### src/rtl/spm_defines.svh
// spm_defines.svh: register offsets, write masks, word lengths and prescale constants
// for the framed serial port; included by the package users, definitions only.
`ifndef SPM_DEFINES_SVH
`define SPM_DEFINES_SVH

// register byte offsets inside the 16-byte window
`define SPM_ADDR_STAT     4'h0
`define SPM_ADDR_CON1     4'h4
`define SPM_ADDR_CON2     4'h8
`define SPM_ADDR_BUF      4'hc

// writable bits of each control word; the rest read as zero
`define SPM_CON1_WMASK    16'h1fff
`define SPM_CON2_WMASK    16'he002

// ahb transfer type bit that marks NONSEQ/SEQ
`define SPM_HTRANS_ACT    1

// word lengths in bits
`define SPM_LEN_BYTE      5'd8
`define SPM_LEN_WORD      5'd16

// master prescalers: secondary divides by base minus code, primary by 4 per step
`define SPM_SEC_BASE      4'h8
`define SPM_PRI_TOP       2'h3
`define SPM_PRI_ONE       7'h01

// pin inputs passed through the synchroniser: sck, sdi, ss
`define SPM_PIN_W         3

`endif

### src/rtl/spm_pkg.sv
// spm_pkg: types of the serial port top; its synchroniser declares its own.
// assumes spm_defines.svh is compiled with it.
package spm_pkg;

    // control word one, field order as held in the register
    typedef struct packed {
        logic [2:0] unused;
        logic       clock_pin_disable;
        logic       data_out_disable;
        logic       word_width_select;
        logic       sample_phase;
        logic       clock_edge;
        logic       slave_select_enable;
        logic       clock_polarity;
        logic       master_select;
        logic [2:0] secondary_prescale;
        logic [1:0] primary_prescale;
    } spm_con1_t;

    // control word two
    typedef struct packed {
        logic        framed_mode_enable;
        logic        sync_direction;
        logic        sync_polarity;
        logic [10:0] unused_hi;
        logic        sync_edge_select;
        logic        unused_lo;
    } spm_con2_t;

    typedef enum logic [1:0] {
        SPM_IDLE,
        SPM_SYNC,
        SPM_SHIFT
    } spm_mst_t;

    // all state of the top module
    typedef struct packed {
        logic        port_enable;
        logic        stop_in_idle;
        logic        receive_overflow_flag;
        logic        transmit_full_flag;
        logic        receive_full_flag;
        spm_con1_t   con1;
        spm_con2_t   con2;
        logic [15:0] transmit_buffer;
        logic [15:0] receive_buffer;
        logic [15:0] shift_register;
        logic        rx_bit;
        logic        samp;
        logic        armed;
        logic [4:0]  bitcnt;
        logic [4:0]  ecnt;
        logic [9:0]  pre_cnt;
        spm_mst_t    mst;
        logic        sck_lvl;
        logic        sck_prev;
        logic        a_valid;
        logic        a_write;
        logic        a_hit;
        logic [3:0]  a_addr;
        logic [31:0] hrdata;
        logic        hready;
        logic        sck_o;
        logic        sck_oe;
        logic        sdo_o;
        logic        sdo_oe;
        logic        ss_o;
        logic        ss_oe;
    } spm_state_t;

endpackage

### src/rtl/spm_sync.sv
// spm_sync: two-flop synchroniser for pin levels entering the ref_clk_i domain.
// assumes the inputs are asynchronous levels; only the second flop is visible.
`timescale 1ns/10ps
module spm_sync #(
    parameter int W = 1
) (
    input  wire logic         ref_clk_i,
    input  wire logic         rst_i,
    input  wire logic [W-1:0] d_i,
    output logic      [W-1:0] q_o
);
    typedef struct packed {
        logic [W-1:0] meta;
        logic [W-1:0] hold;
    } spm_sync_st_t;

    spm_sync_st_t st_ff;
    spm_sync_st_t nxt_st;

    // first stage feeds only the second stage
    always_comb begin
        nxt_st.meta = d_i;
        nxt_st.hold = st_ff.meta;
    end

    always_ff @(posedge ref_clk_i) begin
        if (rst_i) begin
            st_ff <= '0;
        end else begin
            st_ff <= nxt_st;
        end
    end

    assign q_o = st_ff.hold;
endmodule

### src/rtl/spm_top.sv
// spm_top: framed serial port, master or slave, 8/16-bit words, with ahb-lite registers.
// assumes one ahb-lite master on ref_clk_i and pins that are asynchronous to it.
// idle_i is already on ref_clk_i and skips the synchroniser.
// slave edges lag the pin by two to three cycles; keep its clock slow.
// Notes on behaviour
// [RQ1] one 16-bit shift register, apart from the software buffer location
// [RQ2] master select high drives the shift clock; low takes it from outside
// [RQ3] port enable claims the four serial pins; low disables the port
// [RQ4] stop-in-idle high freezes the port while the device idles
// [RQ5] word finishing on an unread buffer is dropped and overflow flag set
// [RQ6] transmit full sets on buffer write, clears when shift register loads
// [RQ7] receive full sets when a word lands, clears on buffer read
// [RQ8] master clock disable stops shifting and frees the pin; data-out disable frees data
// [RQ9] word width bit: one gives 16-bit, zero gives 8-bit transfers
// [RQ10] master samples at end of output time when set, middle when clear
// [RQ11] software keeps sample phase zero in slave mode
// [RQ12] clock edge one: data changes active-to-idle; zero: idle-to-active
// [RQ13] clock edge is ignored in framed mode and programmed zero there
// [RQ14] slave select enable makes the slave honour the active-low select pin
// [RQ15] clock polarity one idles high, zero idles low
// [RQ16] secondary prescale code 111 divides by 1, down to 000 by 8
// [RQ17] primary prescale 11 by 1, 10 by 4, 01 by 16, 00 by 64
// [RQ18] software never sets both prescalers to one
// [RQ19] framed mode turns the select pin into a frame sync pulse
// [RQ20] sync direction one takes sync from outside, zero drives it
// [RQ21] sync polarity one means active-high pulse, zero active-low
// [RQ22] sync edge one coincides with first bit clock, zero precedes it
`timescale 1ns/10ps
`include "spm_defines.svh"
module spm_top (
    input  wire logic        ref_clk_i,
    input  wire logic        rst_i,
    input  wire logic        idle_i,
    input  wire logic        hsel_i,
    input  wire logic [31:0] haddr_i,
    input  wire logic [1:0]  htrans_i,
    input  wire logic        hwrite_i,
    input  wire logic [2:0]  hsize_i,
    input  wire logic [31:0] hwdata_i,
    input  wire logic        hready_i,
    output logic      [31:0] hrdata_o,
    output logic             hreadyout_o,
    output logic             hresp_o,
    input  wire logic        sck_i,
    output logic             sck_o,
    output logic             sck_oe_o,
    input  wire logic        sdi_i,
    output logic             sdo_o,
    output logic             sdo_oe_o,
    input  wire logic        ss_i,
    output logic             ss_o,
    output logic             ss_oe_o
);
    import spm_pkg::*;

    spm_state_t st_ff;
    spm_state_t nxt_st;
    logic [`SPM_PIN_W-1:0] pin_s;
    logic sck_s;
    logic sdi_s;
    logic ss_s;

    // pins are asynchronous, so nothing reads them before two flops
    spm_sync #(.W(`SPM_PIN_W)) u_sync (
        .ref_clk_i (ref_clk_i),
        .rst_i     (rst_i),
        .d_i       ({sck_i, sdi_i, ss_i}),
        .q_o       (pin_s)
    );
    assign {sck_s, sdi_s, ss_s} = pin_s;

    // mode, select and sync helpers
    logic        run;
    logic        master;
    logic        framed;
    logic        cke_eff;
    logic        smp_eff;
    logic        sync_act;
    logic        sync_drv;
    logic        selected;

    // per-cycle strobes
    logic        tick;
    logic        edge_ev;
    logic        lead;
    logic        do_shift;
    logic        sbit;
    logic        fin;
    logic        buf_wr;

    // word length, divider and next shift word
    logic [4:0]  wlen;
    logic [6:0]  pri_div;
    logic [3:0]  sec_div;
    logic [10:0] div_full;
    logic [9:0]  div_m1;
    logic [15:0] sr_n;

    // clock divide from the two prescalers
    always_comb begin
        pri_div  = `SPM_PRI_ONE << {(`SPM_PRI_TOP - st_ff.con1.primary_prescale), 1'b0}; // RQ17
        sec_div  = `SPM_SEC_BASE - {1'b0, st_ff.con1.secondary_prescale}; // RQ16
        div_full = pri_div * sec_div;
        div_m1   = div_full[9:0] - 10'h001;
    end

    always_comb begin
        nxt_st   = st_ff;

        run      = st_ff.port_enable & ~(st_ff.stop_in_idle & idle_i); // RQ4
        master   = st_ff.con1.master_select; // RQ2
        framed   = st_ff.con2.framed_mode_enable;
        cke_eff  = st_ff.con1.clock_edge & ~framed; // RQ13
        smp_eff  = st_ff.con1.sample_phase & master; // RQ10 RQ11
        wlen     = st_ff.con1.word_width_select ? `SPM_LEN_WORD : `SPM_LEN_BYTE; // RQ9
        sync_act = (ss_s == st_ff.con2.sync_polarity); // RQ21
        selected = ~st_ff.con1.slave_select_enable | ~ss_s; // RQ14

        sync_drv = 1'b0;
        tick     = 1'b0;
        edge_ev  = 1'b0;
        lead     = 1'b0;
        do_shift = 1'b0;
        sbit     = 1'b0;
        fin      = 1'b0;
        sr_n     = st_ff.shift_register;
        buf_wr   = st_ff.a_valid & st_ff.a_write & st_ff.a_hit & (st_ff.a_addr == `SPM_ADDR_BUF);

        // ahb address phase: zero wait states, reads answered from the next flop
        nxt_st.hready  = 1'b1;
        nxt_st.a_valid = hsel_i & htrans_i[`SPM_HTRANS_ACT] & hready_i;
        nxt_st.a_write = hwrite_i;
        nxt_st.a_hit   = (haddr_i[31:4] == 28'h0000000);
        nxt_st.a_addr  = haddr_i[3:0];

        if (nxt_st.a_valid & ~hwrite_i) begin
            nxt_st.hrdata = 32'h00000000;
            if (nxt_st.a_hit) begin
                case (haddr_i[3:0])
                    `SPM_ADDR_STAT: nxt_st.hrdata[15:0] = {st_ff.port_enable, 1'b0,
                        st_ff.stop_in_idle, 6'h00, st_ff.receive_overflow_flag,
                        4'h0, st_ff.transmit_full_flag, st_ff.receive_full_flag};
                    `SPM_ADDR_CON1: nxt_st.hrdata[15:0] = st_ff.con1 & `SPM_CON1_WMASK;
                    `SPM_ADDR_CON2: nxt_st.hrdata[15:0] = st_ff.con2 & `SPM_CON2_WMASK;
                    `SPM_ADDR_BUF: begin
                        nxt_st.hrdata[15:0]      = st_ff.receive_buffer;
                        nxt_st.receive_full_flag = 1'b0; // RQ7
                    end
                    default: nxt_st.hrdata = 32'h00000000;
                endcase
            end
        end

        // ahb data phase writes; unmapped addresses are ignored
        if (st_ff.a_valid & st_ff.a_write & st_ff.a_hit) begin
            case (st_ff.a_addr)
                `SPM_ADDR_STAT: begin
                    nxt_st.port_enable  = hwdata_i[15];
                    nxt_st.stop_in_idle = hwdata_i[13];
                    // overflow is clear-only: writing zero clears it
                    if (!hwdata_i[6]) begin
                        nxt_st.receive_overflow_flag = 1'b0; // RQ5
                    end
                end
                `SPM_ADDR_CON1: nxt_st.con1 = hwdata_i[15:0] & `SPM_CON1_WMASK;
                `SPM_ADDR_CON2: nxt_st.con2 = hwdata_i[15:0] & `SPM_CON2_WMASK;
                `SPM_ADDR_BUF: begin
                    nxt_st.transmit_buffer    = hwdata_i[15:0];
                    nxt_st.transmit_full_flag = 1'b1; // RQ6
                end
                default: nxt_st.port_enable = st_ff.port_enable;
            endcase
        end

        // disabled port: engine back to rest, flags and buffers kept
        if (!st_ff.port_enable) begin
            nxt_st.mst      = SPM_IDLE;
            nxt_st.bitcnt   = 5'h00;
            nxt_st.ecnt     = 5'h00;
            nxt_st.samp     = 1'b0;
            nxt_st.armed    = 1'b0;
            nxt_st.pre_cnt  = 10'h000;
            nxt_st.sck_lvl  = st_ff.con1.clock_polarity; // RQ15
            nxt_st.sck_prev = sck_s;
        end else if (run && master) begin
            // master: a tick is one half bit clock, clock disable stalls it
            if (st_ff.mst != SPM_IDLE && !st_ff.con1.clock_pin_disable) begin // RQ8
                tick = (st_ff.pre_cnt == div_m1);
                nxt_st.pre_cnt = tick ? 10'h000 : st_ff.pre_cnt + 10'h001;
            end

            case (st_ff.mst)
                SPM_IDLE: begin
                    nxt_st.sck_lvl = st_ff.con1.clock_polarity; // RQ15
                    // external sync must be seen before a framed word starts
                    if (st_ff.transmit_full_flag &&
                        (!framed || !st_ff.con2.sync_direction || sync_act)) begin // RQ20
                        nxt_st.shift_register     = st_ff.transmit_buffer; // RQ1
                        nxt_st.transmit_full_flag = buf_wr; // RQ6
                        nxt_st.ecnt    = 5'h00;
                        nxt_st.pre_cnt = 10'h000;
                        nxt_st.mst     = (framed && !st_ff.con2.sync_edge_select) ?
                                         SPM_SYNC : SPM_SHIFT; // RQ22
                    end
                end

                SPM_SYNC: begin
                    // one whole bit clock of sync ahead of the first data bit
                    sync_drv = 1'b1; // RQ22
                    if (tick) begin
                        nxt_st.sck_lvl = ~st_ff.sck_lvl;
                        nxt_st.ecnt    = st_ff.ecnt + 5'h01;
                        if (st_ff.ecnt[0]) begin
                            nxt_st.ecnt = 5'h00;
                            nxt_st.mst  = SPM_SHIFT;
                        end
                    end
                end

                SPM_SHIFT: begin
                    sync_drv = st_ff.con2.sync_edge_select && (st_ff.ecnt < 5'h02); // RQ22
                    if (tick) begin
                        edge_ev        = 1'b1;
                        lead           = (st_ff.sck_lvl == st_ff.con1.clock_polarity);
                        nxt_st.sck_lvl = ~st_ff.sck_lvl; // RQ2
                        nxt_st.ecnt    = st_ff.ecnt + 5'h01;
                    end
                end
                default: nxt_st.mst = SPM_IDLE;
            endcase
        end else if (run) begin
            // slave: edges of the synchronised outside clock
            nxt_st.sck_prev = sck_s;
            lead = (st_ff.sck_prev == st_ff.con1.clock_polarity);

            if (framed) begin
                if (!st_ff.armed && st_ff.con2.sync_direction) begin
                    // sync seen on a leading edge arms the word
                    if (sck_s != st_ff.sck_prev && lead && sync_act) begin // RQ20
                        nxt_st.armed = 1'b1;
                        edge_ev      = st_ff.con2.sync_edge_select; // RQ22
                    end
                end else if (!st_ff.armed && st_ff.transmit_full_flag) begin
                    nxt_st.armed = 1'b1;
                end else if (st_ff.armed) begin
                    edge_ev = (sck_s != st_ff.sck_prev);
                end
                sync_drv = st_ff.armed && !st_ff.con2.sync_direction &&
                           (st_ff.bitcnt == 5'h00) && !st_ff.samp; // RQ19
            end else if (!selected) begin
                // deselected slave drops a partial word
                nxt_st.bitcnt = 5'h00;
                nxt_st.samp   = 1'b0;
            end else begin
                edge_ev = (sck_s != st_ff.sck_prev);
            end

            // a fresh word loads only between words
            if (st_ff.transmit_full_flag && st_ff.bitcnt == 5'h00 && !st_ff.samp &&
                (!framed || !st_ff.armed)) begin
                nxt_st.shift_register     = st_ff.transmit_buffer; // RQ1
                nxt_st.transmit_full_flag = buf_wr; // RQ6
                sr_n = st_ff.transmit_buffer;
            end
        end

        // common bit engine: mid edge samples, change edge shifts
        if (edge_ev) begin
            if (lead == cke_eff) begin // RQ12
                // with data changing on the leading edge the last bit has no later change
                if (!cke_eff && st_ff.bitcnt == wlen - 5'h01) begin
                    do_shift = 1'b1;
                    sbit     = sdi_s;
                end else begin
                    nxt_st.rx_bit = sdi_s; // RQ10
                    nxt_st.samp   = 1'b1;
                end
            end else if (st_ff.samp) begin
                do_shift    = 1'b1;
                sbit        = smp_eff ? sdi_s : st_ff.rx_bit; // RQ10
                nxt_st.samp = 1'b0;
            end
        end

        if (do_shift) begin
            sr_n = {nxt_st.shift_register[14:0], sbit}; // RQ1
            nxt_st.shift_register = sr_n;
            nxt_st.bitcnt = st_ff.bitcnt + 5'h01;
            fin = (st_ff.bitcnt + 5'h01 == wlen); // RQ9
        end

        // word complete: land it or flag the overflow
        if (fin) begin
            nxt_st.bitcnt = 5'h00;
            nxt_st.samp   = 1'b0;
            nxt_st.armed  = 1'b0;

            if (master) begin
                nxt_st.mst = SPM_IDLE;
            end
            // unread word blocks the new one; a same-cycle read frees the buffer first
            if (nxt_st.receive_full_flag) begin
                nxt_st.receive_overflow_flag = 1'b1; // RQ5
            end else begin
                nxt_st.receive_buffer    = st_ff.con1.word_width_select ? sr_n :
                                           {8'h00, sr_n[7:0]}; // RQ7
                nxt_st.receive_full_flag = 1'b1; // RQ7
            end
        end

        // pin drivers registered; clock and data levels from the next state, enables and sync from the current state
        nxt_st.sck_o  = nxt_st.sck_lvl;
        nxt_st.sck_oe = st_ff.port_enable & master & ~st_ff.con1.clock_pin_disable; // RQ3 RQ8
        nxt_st.sdo_o  = st_ff.con1.word_width_select ? nxt_st.shift_register[15] :
                        nxt_st.shift_register[7];
        nxt_st.sdo_oe = st_ff.port_enable & ~st_ff.con1.data_out_disable &
                        (master | framed | selected); // RQ3 RQ8
        nxt_st.ss_o   = sync_drv ? st_ff.con2.sync_polarity : ~st_ff.con2.sync_polarity; // RQ21
        nxt_st.ss_oe  = st_ff.port_enable & framed & ~st_ff.con2.sync_direction; // RQ19 RQ20
    end

    // synchronous reset: port disabled, all flags and registers zero
    always_ff @(posedge ref_clk_i) begin
        if (rst_i) begin
            st_ff <= '0;
        end else begin
            st_ff <= nxt_st;
        end
    end

    // read data and ready straight from the state flops; response tied to okay
    assign hrdata_o    = st_ff.hrdata;
    assign hreadyout_o = st_ff.hready;
    assign hresp_o     = 1'b0;

    // serial pins
    assign sck_o       = st_ff.sck_o;
    assign sck_oe_o    = st_ff.sck_oe;
    assign sdo_o       = st_ff.sdo_o;
    assign sdo_oe_o    = st_ff.sdo_oe;
    assign ss_o        = st_ff.ss_o;
    assign ss_oe_o     = st_ff.ss_oe;
endmodule
### config.mk
export PLATFORM = sky130hd
export DESIGN_NAME = spm_top
export DESIGN_NICKNAME = d
export VERILOG_FILES = /design/src/rtl/spm_pkg.sv /design/src/rtl/spm_sync.sv /design/src/rtl/spm_top.sv
export VERILOG_INCLUDE_DIRS = /design/src /design/src/rtl
export SDC_FILE = /design/constraint.sdc
export NUM_CORES = 1
export LEC_CHECK = 0
export BUFFER_PORTS_ARGS = -buffer_cell sky130_fd_sc_hd__buf_2
export CAP_MARGIN = 20
export CORE_ASPECT_RATIO = 1.5
export CORE_MARGIN = 4
export CORE_UTILIZATION = 55
export DETAILED_ROUTE_END_ITERATION = 6
export PLACE_DENSITY = 0.88
export SYNTH_ARGS = -nofsm -noshare
export SYNTH_HDL_FRONTEND = slang
export SYNTH_SLANG_ARGS = --single-unit
### constraint.sdc
create_clock -name ref_clk_i -period 6.6 [get_ports ref_clk_i]
set_input_delay 0.66 -clock ref_clk_i [delete_from_list [all_inputs] [get_ports ref_clk_i]]
set_output_delay 0.66 -clock ref_clk_i [all_outputs]
set_load 0.05 [all_outputs]
Word-level counts from Yosys, hierarchy flattened
Index checks and enable logic that the tools add are counted.
{ "word_totals": {"ff_bits": 148, "latchBits": 0, "mem_bits_rw": 0, "romBits": 0, "input_bits": 78, "output_inout_bits": 40, "elab_cells": 264, "n_memories": 0} }
{ "classes": {"add_sub_neg": 7, "multipliers": 1, "n_div": 0, "magnitude_cmp": 1, "n_eq_ne": 26, "n_shift": 1, "muxes": 104, "bitwise": 33, "reduce_logical": 47} }
{ "op_table": {"columns": ["operator", "count"], "rows": [
  ["$mux 16", 12],
  ["$pmux 16 s4", 1],
  ["$mux 1", 63],
  ["$mux 10", 5],
  ["$mux 5", 7],
  ["$logic_not 28->1", 1],
  ["$mux 26", 1],
  ["$mux 7", 3],
  ["$mux 18", 1],
  ["$mux 17", 1],
  ["$and 1x1->1", 16],
  ["$eq 4x4->1 const B", 4],
  ["$logic_and 1x1->1", 16],
  ["$pmux 5 s3", 1],
  ["$not 1->1", 14],
  ["$reduce_and 2->1", 6],
  ["$add 10x1->10 const B", 1],
  ["$add 5x1->5 const B", 2],
  ["$eq 10x10->1", 1],
  ["$eq 5x5->1", 2],
  ["$mul 7x4->10", 1],
  ["$mux 2", 5],
  ["$reduce_and 5->1", 2],
  ["$sub 10x1->10 const B", 1],
  ["31 further kinds", 53]
]} }

Longest topological paths before layout
{ "depth": {"ltp_word": 18, "depth_mapped": 19, "ltp_nobuf": 18} }

By module
Synthesis repeated with hierarchy kept, for this count alone.
{ "hier_totals": {"cells_unflattened": 886, "area_unflattened_um2": 7181.9} }
{ "by_module_without_submodules": {"columns": ["module", "n_inst", "cells_per_inst", "area_per_inst_um2", "seq_area_each_um2"], "rows": [
  ["spm_top", 1, 874, 7024.2, 2522.4],
  ["spm_sync", 1, 12, 157.7, 120.1]
]} }

Least setup slack after synthesis
Ideal clock, no wire load.
{ "synth_timing": {"path_kind": "register to register", "startpoint": "reg st_ff[139] in the netlist's numbering", "endpoint": "reg st_ff, in the netlist sdo_o", "arrival_ns": 4.558, "path_slack_ns": 1.950, "stages_incl_launch_ff": 19, "n_path_buf": 1, "period_less_slack_ns": 4.650, "cell_sequence": "dfxtp_1 inv_1 ha_1 xnor2_1 and3_1 fa_1 fa_1 ha_1 xor2_1 xor2_1 nand3_1 a2111oi_1 nand4_1 a22oi_2 mux2i_1 clkbuf_1 a31oi_1 a21boi_1 o32ai_1"} }
{ "synth_via": {"elab_chain_cells": 16} }
{ "synth_lines": {"columns": ["item", "line_no", "rtl"], "rows": [
  ["from (decl)", "spm_top.sv:56", "spm_state_t st_ff;"],
  ["from (signal assigned)", "spm_top.sv:327", "st_ff <= nxt_st;"],
  ["$sub 4x3->4 (no line) (*)", null, null],
  ["$mul 7x4->10 (*)", "spm_top.sv:103", "div_full = pri_div * sec_div;"],
  ["$sub 10x1->10 (*)", "spm_top.sv:104", "div_m1 = div_full[9:0] - 10'h001;"],
  ["$eq 10x10->1 (*)", "spm_top.sv:188", "tick = (st_ff.pre_cnt == div_m1);"],
  ["$mux 1 (*)", "spm_top.sv:187", "if (st_ff.mst != SPM_IDLE && !st_ff.con1.clock_pin_disable) begin"],
  ["$mux 1 (*)", "spm_top.sv:185", "end else if (run && master) begin"],
  ["$mux 1 (*)", "spm_top.sv:176", "if (!st_ff.port_enable) begin"],
  ["$mux 1", "spm_top.sv:222", "if (tick) begin"],
  ["$mux 1", "spm_top.sv:192", "case (st_ff.mst)"],
  ["$mux 1", "spm_top.sv:185", null],
  ["$mux 1", "spm_top.sv:176", null],
  ["$eq 1x1->1", "spm_top.sv:269", "if (lead == cke_eff) begin"],
  ["$mux 1", "spm_top.sv:269", null],
  ["$mux 1 (*)", "spm_top.sv:268", "if (edge_ev) begin"],
  ["$mux 16 (*)", "spm_top.sv:285", "if (do_shift) begin"],
  ["$mux 1 (*)", "spm_top.sv:314", "nxt_st.sdo_o = st_ff.con1.word_width_select ? nxt_st.shift_register[15] :"]
]} }
Mark *: on every way between the ends. The rest lies on a longest branch, timed or not. The select of a mux whose other input is x is not followed.
A chain may end at the register's enable or synchronous reset.

Final worst setup path
{ "layout_timing": {"startpoint": "reg st_ff[139] in the netlist's numbering", "endpoint": "reg st_ff[48] in the netlist's numbering"} }
{ "layout_via": {"elab_chain_cells": 16} }
{ "layout_lines": {"columns": ["item", "line_no", "rtl"], "rows": [
  ["$sub 4x3->4 (no line) (*)", null, null],
  ["$mul 7x4->10 (*)", "spm_top.sv:103", null],
  ["$sub 10x1->10 (*)", "spm_top.sv:104", null],
  ["$eq 10x10->1 (*)", "spm_top.sv:188", null],
  ["$mux 1 (*)", "spm_top.sv:187", null],
  ["$mux 1 (*)", "spm_top.sv:185", null],
  ["$mux 1 (*)", "spm_top.sv:176", null],
  ["$mux 1", "spm_top.sv:222", null],
  ["$mux 1", "spm_top.sv:192", null],
  ["$mux 1", "spm_top.sv:185", null],
  ["$mux 1", "spm_top.sv:176", null],
  ["$eq 1x1->1", "spm_top.sv:269", null],
  ["$mux 1", "spm_top.sv:269", null],
  ["$mux 1", "spm_top.sv:268", null],
  ["$mux 1", "spm_top.sv:285", null],
  ["$mux 2 (*)", "spm_top.sv:293", "if (fin) begin"]
]} }
Marks and branches as above.

==> impl_metrics.ini <==
[status]
status = complete, no violations

[clock_network]
postCtsHoldBufs = 0
clock_latency_ns = 0.43
clkSlewWorstSetupHoldPaths_ns = 0.06
clockBufferDepth = 2
postCtsSetupRepairBufs = 0
cts_tree = done
clkSinkCount = 132
htreeDepth = 4
cts-resized-gates = 0
cts_made_buffers = 17
ctsRootBufferMaster = clkbuf_16

[job]
cap_violations = 0

[sta]
setup_viol = 0
fmax_mhz = 178
finalCritPeriodShare = 0.850
finalSetupTns_ns = 0
rsz0062_at_grt = no
fin_crit_ns = 5.61
finalClockSkew_ns = 0.00733
hold_viol = 0
relSlewSlack = 0.250
tightest_slew_ns = 1.12
slew_viol_final = 0

[critical_path]
regToRegEndpoint = st_ff[48]
slowest_stage = a2111oi_1
slowest_delay_ns = 0.53
end_kind = register
critPathMaxFanout = 18
crit_buf_inv = 2
path_cells = inv_1, ha_1, xnor2_1, and3_1, fa_1, fa_1, ha_1, xor2_1, xor2_1, nand3_1, a2111oi_1, nand4_1, a22oi_2, mux2i_1, buf_4, nand2_1, nor2_1, a221oi_1
cp.required_ns = 6.85
rr_worst_depth = 18
reg2reg_from = st_ff[139]
arrival_ns = 5.86
worst_path_dominant_cell_family = adder cells
critPathLaunchType = register
r2r_slack_ns = 0.99
path_class = register to register

[layout]
final_common_cell = dfxtp_1
drive_gt1_frac = 0.143
layout_common_cells = dfxtp_1, nand2_1, buf_2
finalNonFillerCells = 1075
nFillCells = 1040
nets = 1015
syn_to_final_growth_pct = 12.7
antenna_cells = 0
stdcell_area_um2 = 7960

[pwr]
p_total_mw = 1.85
powerDensity_nw_per_um2 = 233
peakVddDrop_v = 0.000164
leakage_nw = 3.18

[drt]
drtPass1Iterations = 6
drc = 0
routed_wl_mm = 18.9
vias = 6527
routed_via_density = 6.07
routedWlPerCell_um = 17.6
ant_nets = 0
drt_iter0_drc = 599

[synthesis]
syn_area_um2 = 7060
ys_async_sr_fraction = 0
synth_warnings = 0
synthCells = 864
synth_edf_count = 0
synth_top_family_by_area = simple AND/OR/NAND/NOR gates
yosys.area_share.simple = 0.241
synth_compound_area_frac = 0.164
synthMuxAreaShare = 0.0514
ys_ff_latch = 132
synthFlopType = dfxtp_1
synth_xor_area_frac = 0.0345
synth_fa_ha_area_frac = 0.0613
ys_types = 65
synth.avg_cell_area_um2 = 8.18
ys_seq_area_frac = 0.374

[grt]
grt_usage = 0.255
overflow = 0
grt_pass1_vias = 6215
grt_antenna_before_repair = 0
grt_pass1_wl_mm = 29.8
grt_max_degree = 100

[min_path]
min-delay-start = u_sync.nxt_st[1]
hold_depth = 1
hold_end = u_sync.q_o[1]
hold_path.class = register to register

[placed_design]
gp_congestion = 0.872
hpwl_mm = 13.0
portBuffers = 80
dpl.cell_count = 1042
place_area_um2 = 7340

[die]
die_w_um = 101
io_pins = 118
die_area_um2 = 14800
die_h_um = 147
rows = 50
start_util = 0.565
core-area_um2 = 12500
worst max-delay path by stage:
| stage | to | cells past startpoint | startpoint |
|---|---|---|---|
| final | st_ff[48] | 18 | st_ff[139] |
| after global routing | st_ff[68] | 18 | st_ff[139] |
| after CTS | st_ff[48] | 18 | st_ff[139] |
| after detailed placement | st_ff[48] | 18 | st_ff[139] |
| after global placement | st_ff[48] | 18 | st_ff[139] |
| after floorplan | sdo_o | 18 | st_ff[139] |
worst register-to-register path, stage by stage (launching register included):
cell and delay [ns]:
dfxtp_1 0.46, inv_1 0.09, ha_1 0.22, xnor2_1 0.19, and3_1 0.26, fa_1 0.45, fa_1 0.41, ha_1 0.35
xor2_1 0.22, xor2_1 0.16, nand3_1 0.11, a2111oi_1 0.53, nand4_1 0.21, a22oi_2 0.33, mux2i_1 0.23, buf_4 0.20
nand2_1 0.42, nor2_1 0.43, a221oi_1 0.15
sequential cells by signal, summed over array words and instances, names as in the netlist, 3 cells and up, named ones only:
| name | count |
|---|---|
| hrdata_o | 16 |
| st_ff | 101 |
| u_sync.nxt_st | 3 |
| u_sync.q_o | 3 |
synth_stat cells (22+ instances only):
| library cell | instances | area share |
|---|---|---|
| dfxtp_1 | 132 | 0.37 |
| nand2_1 | 110 | 0.058 |
| nor2_1 | 79 | 0.042 |
| a21oi_1 | 71 | 0.050 |
| clkbuf_1 | 41 | 0.022 |
| nand3_1 | 41 | 0.029 |
| mux2i_1 | 34 | 0.048 |
| buf_4 | 33 | 0.035 |
| ha_1 | 25 | 0.044 |
| o21ai_0 | 25 | 0.018 |
| inv_1 | 22 | 0.012 |
| nor2b_1 | 22 | 0.019 |
cell families after synthesis:
| kind of cell | after synthesis |
|---|---|
| XOR/XNOR | 27 |
| other | 1 |
| multiplexers | 36 |
| adder cells (fa/ha/maj) | 31 |
| buffers and inverters | 103 |
| flip-flops | 132 |
| AO/OA/AOI/OAI | 184 |
| AND/OR/NAND/NOR | 350 |
where the power goes:
part           leakage (nW)  switching, mW  internal [mW]
clock network         0.286          0.365          0.615
registers              1.07        0.00285          0.801
logic                  1.83         0.0521         0.0181
total                  3.18          0.420           1.43
metal layers:
metal	global-route usage	part of all wire	vias to the layer above	wire length (um)
met1	0.269	0.35	3039	6620
met3	0.0556	0.067	104	1260
met2	0.439	0.51	314	9700
li1	-	-	3070	-
met4	0.180	0.068	0	1290
met5	0	0	-	0
area by class of cell:
class,instances,area [um^2],area share
flip-flops and latches,132,2640,0.332
inverters,22,82.6,0.0104
multi-input cells,645,3970,0.499
repair buffers,88,460,0.0578
well taps,156,195,0.0245
clock buffers,21,460,0.0578
clock inverters,11,151,0.0190
metrics by stage:
step	hold WS, ns	worst slack (ns)	util
2_1_floorplan	0.414	1.95	-
3_3_place_gp	0.420	1.12	0.587
3_5_place_dp	0.439	1.09	0.587
4_1_cts	0.451	1.00	0.636
5_1_grt	0.467	0.524	0.636
6_report	0.445	0.988	0.636
(Power assumes the default switching activity.)
